<file path="src/inc/sysal_pkg.sv">
// Package: register map, field layout and timing for the status/alert bank
package sysal_pkg;

    // Register offsets (command codes)
    localparam logic [15:0] STATUS_OFS   = 16'h00E0;
    localparam logic [15:0] SETTER_OFS   = 16'hFECA;
    localparam logic [15:0] MASK_OFS     = 16'hFEDA;
    localparam logic [15:0] AVG_SEL_OFS  = 16'h00D9;

    // Status field positions
    localparam int ALERT_BIT     = 15;
    localparam int LALERT_BIT    = 14;
    localparam int COLD_BIT      = 11;
    localparam int RESTART_BIT   = 10;
    localparam int AVG_DONE_BIT  = 7;
    localparam int CONV_BIT      = 6;
    localparam int SUMMARY_BIT   = 0;

    // Implemented status bits, alert bits, writable mask bits
    localparam logic [15:0] STATUS_IMPL  = 16'hCCC1;
    localparam logic [15:0] ALERT_BITS   = 16'hC000;
    localparam logic [15:0] MASK_RW      = 16'h3CFE;

    // Reset values
    localparam logic [15:0] STATUS_RST   = 16'h0000;
    localparam logic [15:0] MASK_RST     = 16'h3CFE;

    // Averaging-select layout and reset
    localparam int          AVG_CODE_W   = 4;
    localparam int          DISP_AVG_BIT = 7;
    localparam logic [3:0]  AVG_CODE_RST = 4'h5;
    localparam logic        DISP_AVG_RST = 1'b1;

    // Timing: the 8192-sample entry (code 1100) gives the per-sample pace
    localparam longint CLK_PERIOD_NS   = 20;
    localparam longint AVG_TIME_TOP_NS = 64'd2320000000;
    localparam longint AVG_SAMPLES_TOP = 8192;
    localparam int     SAMPLE_CYCLES   = int'(AVG_TIME_TOP_NS
                                         / (CLK_PERIOD_NS * AVG_SAMPLES_TOP));
    localparam int     SAMPLE_CNT_W    = 17;

    // Register request from the serial command decoder
    typedef struct packed {
        logic        wr;
        logic        rd;
        logic [15:0] addr;
        logic [15:0] wdata;
    } sysal_req_t;

endpackage

</file>
<file path="src/logic/sysal_bank.sv">
// Status register bank with set alias, alert mask and averaging pace
`timescale 1ns/1ps

//
// Contract
// RULE1 - Four-bit averaging code, default 0101
// RULE2 - Codes 1100..1111 average 8192..65536 samples
// RULE3 - Those averages last 2.32 to 18.6 s
// RULE4 - Alert flag bit 15 sets on alert
// RULE5 - Alert cleared by write or alert response
// RULE6 - Alert routable to GPIO, either polarity
// RULE7 - Latched alert bit 14, cleared by write only
// RULE8 - Latched alert routable to GPIO, either polarity
// RULE9 - Bit 11 one after power-on, zero after reboot
// RULE10 - Bit 10 latched after every reset
// RULE11 - Bit 7 set when average finishes
// RULE12 - Bit 6 set when both channels converted
// RULE13 - Bit 0 mirrors second status; mask read-only
// RULE14 - Reset values of status and mask
// RULE15 - Write one clears; alias write one sets
// RULE16 - Only unmasked newly set bits raise alert
module sysal_bank #(
    parameter int N_GPIO        = 3,
    parameter int SAMPLE_CYCLES = sysal_pkg::SAMPLE_CYCLES
) (
    input  wire logic                  ref_clk_i,
    input  wire logic                  srst_i,
    input  wire sysal_pkg::sysal_req_t req_i,
    input  wire logic                  reboot_cause_i,
    input  wire logic                  ara_done_i,
    input  wire logic                  cur_conv_done_i,
    input  wire logic                  volt_conv_done_i,
    input  wire logic                  status_two_any_i,
    input  wire logic [2*N_GPIO-1:0]   gpio_sel_i,
    input  wire logic [N_GPIO-1:0]     gpio_inv_i,
    output logic [15:0]                rdata_o,
    output logic                       rvalid_o,
    output logic [N_GPIO-1:0]          gpio_o,
    output logic [3:0]                 avg_code_o,
    output logic                       disp_avg_o,
    output logic                       avg_done_o
);

    // Samples per average for a code: two to the power code plus one
    function automatic logic [16:0] avg_samples(input logic [3:0] code);
        // Five-bit exponent so code 1111 does not wrap to zero
        avg_samples = 17'h00001 << ({1'b0, code} + 5'h01); // RULE2
    endfunction

    logic [15:0] status;
    logic [15:0] mask;
    logic [3:0]  avg_code;
    logic        disp_avg;
    logic        capture_pend;
    logic        cur_seen;
    logic        volt_seen;
    logic [16:0] pace_cnt;
    logic [16:0] sample_cnt;
    logic        avg_done;

    // Address decode of the command port
    wire hit_status = req_i.addr == sysal_pkg::STATUS_OFS;
    wire hit_setter = req_i.addr == sysal_pkg::SETTER_OFS;
    wire hit_mask   = req_i.addr == sysal_pkg::MASK_OFS;
    wire hit_avg    = req_i.addr == sysal_pkg::AVG_SEL_OFS;
    wire wr_status  = req_i.wr && hit_status;
    wire wr_setter  = req_i.wr && hit_setter;
    wire wr_mask    = req_i.wr && hit_mask;
    wire wr_avg     = req_i.wr && hit_avg;

    // Sample pace and average length
    wire        sample_tick = pace_cnt == 17'(SAMPLE_CYCLES - 1); // RULE3
    wire [16:0] avg_target  = avg_samples(avg_code);
    wire        avg_end     = sample_tick
                              && (sample_cnt >= avg_target - 17'h00001);

    // Full conversion once both channels have reported
    wire cur_now  = cur_seen || cur_conv_done_i;
    wire volt_now = volt_seen || volt_conv_done_i;
    wire conv_full = cur_now && volt_now; // RULE12

    // Hardware set sources
    wire [15:0] hw_set = {4'h0,
                          capture_pend && !reboot_cause_i, // RULE9
                          capture_pend,                    // RULE10
                          2'h0,
                          avg_done,                        // RULE11
                          conv_full,                       // RULE12
                          6'h00};
    wire [15:0] alias_set = wr_setter ? req_i.wdata & sysal_pkg::STATUS_IMPL
                                      : 16'h0000; // RULE15
    wire [15:0] w1c_clr   = wr_status ? req_i.wdata & sysal_pkg::STATUS_IMPL
                                      : 16'h0000; // RULE15
    wire        sum_rise  = status_two_any_i && !status[sysal_pkg::SUMMARY_BIT];

    // Alert when an unmasked bit becomes set
    wire [15:0] new_set   = (hw_set | alias_set
                             | {15'h0000, sum_rise})
                            & ~status & ~mask
                            & ~sysal_pkg::ALERT_BITS; // RULE16
    wire        alert_raise = |new_set; // RULE16

    // Next status; set beats clear on every flag
    wire [15:0] kept      = (status & ~w1c_clr) | hw_set | alias_set;
    wire        next_alert = (status[sysal_pkg::ALERT_BIT]
                              && !w1c_clr[sysal_pkg::ALERT_BIT]
                              && !ara_done_i) // RULE5
                             || alert_raise
                             || alias_set[sysal_pkg::ALERT_BIT]; // RULE4
    wire        next_lalert = (status[sysal_pkg::LALERT_BIT]
                               && !w1c_clr[sysal_pkg::LALERT_BIT])
                              || alert_raise
                              || alias_set[sysal_pkg::LALERT_BIT]; // RULE7
    wire [15:0] next_status = {next_alert, next_lalert,
                               kept[13:1] & sysal_pkg::STATUS_IMPL[13:1],
                               status_two_any_i}; // RULE13

    // Read data selection; unmapped reads return zero
    wire [15:0] avg_reg  = {8'h00, disp_avg, 3'h0, avg_code};
    wire [15:0] next_rd  = hit_status || hit_setter ? status
                         : hit_mask ? mask
                         : hit_avg  ? avg_reg
                         : 16'h0000;

    // GPIO routing: select 1 alert, 2 latched alert, else low
    logic [N_GPIO-1:0] next_gpio;
    always_comb begin
        for (int g = 0; g < N_GPIO; g++) begin
            case (gpio_sel_i[2*g +: 2])
                2'h1:    next_gpio[g] = status[sysal_pkg::ALERT_BIT]
                                        ^ gpio_inv_i[g]; // RULE6
                2'h2:    next_gpio[g] = status[sysal_pkg::LALERT_BIT]
                                        ^ gpio_inv_i[g]; // RULE8
                default: next_gpio[g] = 1'b0;
            endcase
        end
    end

    // Status, mask and averaging-select registers
    always_ff @(posedge ref_clk_i) begin
        if (srst_i) begin
            status       <= sysal_pkg::STATUS_RST; // RULE14
            mask         <= sysal_pkg::MASK_RST;   // RULE14
            avg_code     <= sysal_pkg::AVG_CODE_RST; // RULE1
            disp_avg     <= sysal_pkg::DISP_AVG_RST;
            capture_pend <= 1'b1;
        end else begin
            status       <= next_status;
            capture_pend <= 1'b0;
            if (wr_mask) begin
                mask <= req_i.wdata & sysal_pkg::MASK_RW; // RULE13
            end
            if (wr_avg) begin
                avg_code <= req_i.wdata[3:0]; // RULE1
                disp_avg <= req_i.wdata[sysal_pkg::DISP_AVG_BIT];
            end
        end
    end

    // Conversion half-done tracking
    always_ff @(posedge ref_clk_i) begin
        if (srst_i || conv_full) begin
            cur_seen  <= 1'b0;
            volt_seen <= 1'b0;
        end else begin
            cur_seen  <= cur_now;
            volt_seen <= volt_now;
        end
    end

    // Sample pace divider and sample counter
    always_ff @(posedge ref_clk_i) begin
        if (srst_i || wr_avg) begin
            pace_cnt   <= 17'h00000;
            sample_cnt <= 17'h00000;
            avg_done   <= 1'b0;
        end else begin
            pace_cnt <= sample_tick ? 17'h00000 : pace_cnt + 17'h00001;
            avg_done <= avg_end; // RULE11
            if (avg_end) begin
                sample_cnt <= 17'h00000;
            end else if (sample_tick) begin
                sample_cnt <= sample_cnt + 17'h00001; // RULE2
            end
        end
    end

    // Registered outputs
    always_ff @(posedge ref_clk_i) begin
        if (srst_i) begin
            rdata_o    <= 16'h0000;
            rvalid_o   <= 1'b0;
            gpio_o     <= '0;
            avg_code_o <= sysal_pkg::AVG_CODE_RST;
            disp_avg_o <= sysal_pkg::DISP_AVG_RST;
            avg_done_o <= 1'b0;
        end else begin
            rdata_o    <= req_i.rd ? next_rd : 16'h0000;
            rvalid_o   <= req_i.rd;
            gpio_o     <= next_gpio; // RULE6
            avg_code_o <= avg_code;
            disp_avg_o <= disp_avg;
            avg_done_o <= avg_done;
        end
    end
endmodule

</file>
<file path="config.mk">
export PLATFORM = sky130hd
export DESIGN_NAME = sysal_bank
export DESIGN_NICKNAME = d
export VERILOG_FILES = /design/src/inc/sysal_pkg.sv /design/src/logic/sysal_bank.sv
export SDC_FILE = /design/constraint.sdc
export NUM_CORES = 1
export LEC_CHECK = 0
export ABC_AREA = 1
export BUFFER_PORTS_ARGS = -buffer_cell sky130_fd_sc_hd__buf_2
export CAP_MARGIN = 20
export CORE_MARGIN = 4
export CORE_UTILIZATION = 53
export CTS_BUF_LIST = sky130_fd_sc_hd__clkbuf_8
export DETAILED_ROUTE_END_ITERATION = 10
export PLACE_DENSITY = 0.78
export SYNTH_ARGS = -nofsm -noshare
export SYNTH_HDL_FRONTEND = slang
export SYNTH_SLANG_ARGS = --single-unit
</file>
<file path="constraint.sdc">
create_clock -name ref_clk_i -period 2.8 [get_ports ref_clk_i]
set_input_delay 0.28 -clock ref_clk_i [delete_from_list [all_inputs] [get_ports ref_clk_i]]
set_output_delay 0.28 -clock ref_clk_i [all_outputs]
set_load 0.01 [all_outputs]
</file>
# Word-level counts from Yosys, hierarchy flattened

Index checks and enable logic that the tools add are counted.

Add/sub/neg operators: 4
Multipliers: 0
Div/mod/pow operators: 0
Order comparisons: 1
Equal/unequal tests: 11
Shift operators: 1
Multiplexer cells: 9
Bitwise operators: 17
Reduce and logical (&&, ||, !) cells: 29

Operators with widths:

| kind                    | number |
|---|---|
| $mux W16                | 3 |
| $add A17 B1 Y17 const B | 2 |
| $eq A16 B16 Y1 const B  | 2 |
| $eq A16 B8 Y1 const B   | 2 |
| $and A14 B14 Y14        | 2 |
| $or A12 B12 Y12         | 2 |
| $eq A17 B14 Y1 const B  | 1 |
| $ge A17 B17 Y1          | 1 |
| $shl A1 B5 Y17 const A  | 1 |
| $sub A17 B1 Y17 const B | 1 |
| $mux W14                | 1 |
| $not A12 Y14            | 1 |
| $not A14 Y14            | 1 |
| $or A12 B14 Y14         | 1 |
| $or A14 B1 Y14          | 1 |
| $reduce_or A14 Y1       | 1 |
| $and A12 B12 Y12        | 1 |
| $not A12 Y12            | 1 |
| $logic_and A1 B1 Y1     | 11 |
| $logic_or A1 B1 Y1      | 9 |
| $mux W8                 | 1 |
| $eq A2 B1 Y1 const B    | 3 |
| $eq A2 B2 Y1 const B    | 3 |
| $pmux W1 S2             | 3 |
| other kinds (6)         | 17 |

Flip-flop bits (word level): 87
Latch bits: 0
Bits in writable memories: 0
Memory bits (read-only): 0
Input bits: 50
Output and inout port bits: 26
Memories kept: 0

# Depth between registers and ports, before layout

Word-level depth: 10
Gate-level depth with buffers: 21

# Worst setup path after synthesis

OpenSTA, ideal clock, no wires.

Kind: reg-to-reg
Start point: register avg_code[1]
End point: register sample_cnt[8]
Setup time: 116 ps
Data arrival time: 2503 ps
Required time: 2684 ps
Path slack: 182 ps
Stages on the path, launching flop included: 22
Clock period less this slack: 2618 ps
Cell sequence: dfxtp_1 -> nor2_1 -> inv_1 -> nor2_1 -> nand2_1 -> ha_1 -> nand2_1 -> a21oi_2 -> nand2_1 -> nor2_2 -> xor2_1 -> ha_1 -> nand2_1 -> inv_1 -> nand3_1 -> nor3_1 -> nand4_1 -> nand4_1 -> nand2_2 -> nand2_4 -> buf_6 -> nor2_1

Word-level cells in the longest chain between the ends: 6

RTL lines:

| item                              | line              | source |
|---|---|---|
| start, declared                   | sysal_bank.sv:52  | `logic [3:0] avg_code;` |
| start signal, assigned            | sysal_bank.sv:144 | `avg_code <= sysal_pkg::AVG_CODE_RST;` |
| start signal, assigned            | sysal_bank.sv:154 | `avg_code <= req_i.wdata[3:0];` |
| $add A4 B1 Y5                     | sysal_bank.sv:47  | `avg_samples = 17'h00001 << ({1'b0, code} + 5'h01);` |
| $shl A1 B5 Y17                    | sysal_bank.sv:47  |  |
| $sub A17 B1 Y17                   | sysal_bank.sv:75  | `&& (sample_cnt >= avg_target - 17'h00001);` |
| $ge A17 B17 Y1                    | sysal_bank.sv:75  |  |
| $logic_and A1 B1 Y1               | sysal_bank.sv:75  |  |
| $reduce_or A2 Y1 (no source line) | -                 |  |
| end signal, assigned              | sysal_bank.sv:183 | `sample_cnt <= sample_cnt + 17'h00001;` |
| end, declared                     | sysal_bank.sv:58  | `logic [16:0] sample_cnt;` |

No other way between the ends.
A chain may end at the register's enable or synchronous reset.

# Worst setup path after layout

Start point: register avg_code[1]
End point: register sample_cnt[4]

Same word-level chain as after synthesis.

==> results.md <==
* Hold worst-path end: gpio_o[1]
* Measured slew at the worst slew-check pin at 0.7546 ns
* R2R Setup Slk at 0.009 ns
* Synth Flop Type: dfxtp_1
* Initial core utilization at a little under three fifths
* Path depth of the worst reg2reg path at 20
* FF-to-FF Start: avg_code[1]
* # DRC at 0
* Sequential power share at 56.0%
* Fmax achieved at approximately 360 MHz
* Critical path class: reg -> reg
* Minimum clock period at about 2.8 ns
* Final nets at 810
* Die Area at 10,320 sq um
* Mapped Cells at 648
* Combinational share of power at 6.9%
* Slew margin rel. at 49.54%
* Cts hold-fix bufs at 0
* Pin count of the biggest net entering global routing at 25
* Die X at 101.6 microns
* Reg-to-reg endpoint: sample_cnt[4]
* Mean Syn Cell Area at 7.165 sq um
* Hold path startpoint: gpio_inv_i[1]
* Max VDD drop at 0.0002442 V
* Final-report hold violation count at 0
* DP Wirelength at 8.064 mm
* Design area at ~5600 sq um
* Status: finished, final reports clean
* Pwr Density at 392.9 nW/um^2
* Total GRT Usage at 21.92%
* Hold Slack at 0.08460 ns
* Initial antenna violation count at 0
* Sw power at 0.0005850 W
* H-tree depth at 3
* Chip height at between 100 and 150 microns
* Global-route wire length before repair at 18.36 mm
* Vias in the first global route at around 4,300
* CTS clk-pin slew, worst paths at 0.09 ns
* Final worst path period share at 99.67%
* # clock sinks at 85
* Clock power frac at 37.1%
* Post-route ant nets at 0
* Area of the mapped netlist at 4643 sq um
* Synth warn at 0
* Crit path required time at approximately 3.1 ns
* Initial DRC Count at 187
* DR vias at roughly 4,500
* Share of post-route cells with drive strength above 1 at 26.15%
* TritonCTS clock tree: yes
* Cell leakage power at 2.619 nW
* Most frequent cells in the layout: nand2_1, nor2_1, dfxtp_1
* Routed wire length at 11.21 mm
* Crit. End Element: flop
* Sequential area share after synthesis at approximately 37%
* Clock root buffer master: clkbuf_8
* Worst EP arrival at 3.09 ns
* Port bufs at slightly above 70
* Number of synthesized flops with an enable pin at 0
* Worst hold path class: in -> reg
* Clk_skew at about 0.018 ns
* Fillcell total at 690
* I/O Pins at between 70 and 80
* WL/cell at approximately 13 microns
* Vias per cell at 5.255
* Seq cells post-synth at 85
* Unique masters post-synth at 40
* Core Rows at 33
* N_diodes at 0
* Final worst-path setup slack at slightly above 0.009 ns
* Commonest non-fill, non-tap cell in the layout: nand2_1
* Count of final setup violators at 0
* CP Launch Type: flop
* Critical path fanouts, max at 8
* Internal at roughly 0.0016 W
* Final setup TNS at 0 ns
* GP Congestion at around 0.93
* MaxCap Viol Count at 0
* RSZ-0062 raised after global routing: true
* Number of detailed-route iterations in the first pass at 5
* Num CTS Buffers at 9
* Synth async-reset ratio at 0%
* Grt ovf at 0
* Final max-slew violation count at 0
* DP Area at 5119 sq um
* Area of the core at 8382 sq um
* Clock Latency Late Sink at ~0.37 ns
* Sw Ratio at 26.60%
* Area growth syn-to-layout at 20.56%
* Longest Clk Path Bufs at 2
* Pre-CTS setup slack at -0.2207 ns
* Hold Path Depth at 2
area by class of cell:
| cell class | instances | area, sq um | share of cell area (%) |
|---|---|---|---|
| Clock inverter | 7 | 57.56 | 1.028 |
| Multi-Input combinational cell | 461 | 2748 | 49.08 |
| Inverter | 94 | 354.1 | 6.325 |
| Sequential cell | 85 | 1708 | 30.51 |
| Clock buffer | 9 | 123.9 | 2.213 |
| Timing Repair Buffer | 86 | 475.5 | 8.494 |
| Tap cell | 105 | 131.4 | 2.347 |
cell families (layout without fill, tap and decap cells):
group | count (synthesis) | count (layout) | share of synthesized area, %
and+or+nand+nor | 338 | 340 | 34.22
buffers and inverters | 106 | 196 | 9.323
DFF | 85 | 85 | 36.65
AOI/OAI and AO/OA | 66 | 66 | 8.165
xor gates and xnor gates | 28 | 28 | 5.282
adders and majority gates | 23 | 23 | 6.198
other | 2 | 4 | 0.1617
flip-flops by register name, summed over array words and instances (netlist names), 3 cells and up:
name        flops
avg_code_o      4
mask           11
avg_code        4
status          7
sample_cnt     17
rdata_o        14
pace_cnt       17
gpio_o          3
power groups by stage:
stage	clock network, W	logic [W]	registers, W
floorplan	0	0.0000826	0.00126
global placement	0	0.000137	0.00126
detailed placement	0	0.000143	0.00126
CTS	0.000833	0.000146	0.00123
global route	0.000898	0.000175	0.00123
finish	0.000817	0.000152	0.00123
worst max-delay path, stage by stage (launching register included):
cell	delay, ns
dfxtp_4	0.39
nor2_4	0.04
inv_2	0.06
nor2_2	0.04
nand2_1	0.06
ha_2	0.19
nand2_2	0.07
a21oi_2	0.14
nand2_2	0.09
nor2_4	0.14
xor2_2	0.18
ha_1	0.28
nand2_1	0.10
inv_2	0.06
o21ai_1	0.08
nand2_1	0.08
a21oi_2	0.12
nand4_1	0.17
nand2_4	0.22
nand2_8	0.10
nor2_1	0.11
metal layers:
| metal | up-vias | global-route usage [%] | part of all wire [%] |
|---|---|---|---|
| met2 | 151 | 37.73 | 50 |
| met3 | 27 | 5.165 | 6.7 |
| met5 | - | 0 | 0 |
| li1 | 2254 | - | - |
| met4 | 0 | 8.282 | 2.1 |
| met1 | 2019 | 26.48 | 41 |
synth_stat cells, types with 5 or more instances:
cell,number,area (sq um)
xnor2_1,9,78.83
o211ai_1,10,75.07
nor3_1,13,65.06
nand2_2,8,50.05
or2_2,5,31.28
a21oi_1,24,120.1
nor2_2,10,62.56
ha_1,23,287.8
nand3_1,40,200.2
nand4_1,16,100.1
dfxtp_1,85,1702
nor2_1,95,356.6
inv_2,12,45.04
nor3_2,6,60.06
nand2_1,129,484.2
o21ai_0,18,90.09
inv_1,81,304.0
xor2_1,19,166.4
repair_timing:
action | in CTS | in global routing
setup buffers | 4 | 4
cloned | 1 | 1
gates resized for setup | 18 | 37
pin swaps | 12 | 24
endpoints found under the hold margin | 0 | 0
endpoints found under the setup margin | 18 | 18
through the flow:
stage / util (%) / cells / total power, W
5_1_grt: 66.79 / 847 / 0.002306
6_report: 66.79 / 847 / 0.002199
4_1_cts: 64.52 / 843 / 0.002210
3_3_place_gp: 61.07 / 822 / 0.001396
2_1_floorplan: - / 650 / 0.001343
3_5_place_dp: 61.07 / 822 / 0.001403
worst max path at each step:
stage / from / end / slack [ns] / cells after the start
final: avg_code[1] / sample_cnt[4] / 0.009 / 20
after global placement: avg_code[1] / sample_cnt[7] / 0.05 / 20
after detailed placement: avg_code[1] / sample_cnt[7] / -0.22 / 20
after floorplan: avg_code[1] / sample_cnt[8] / 0.18 / 21
after global routing: avg_code[1] / sample_cnt[4] / -0.14 / 20
after CTS: avg_code[1] / avg_done / 0.02 / 20
Power figures use the tool's default switching activity.
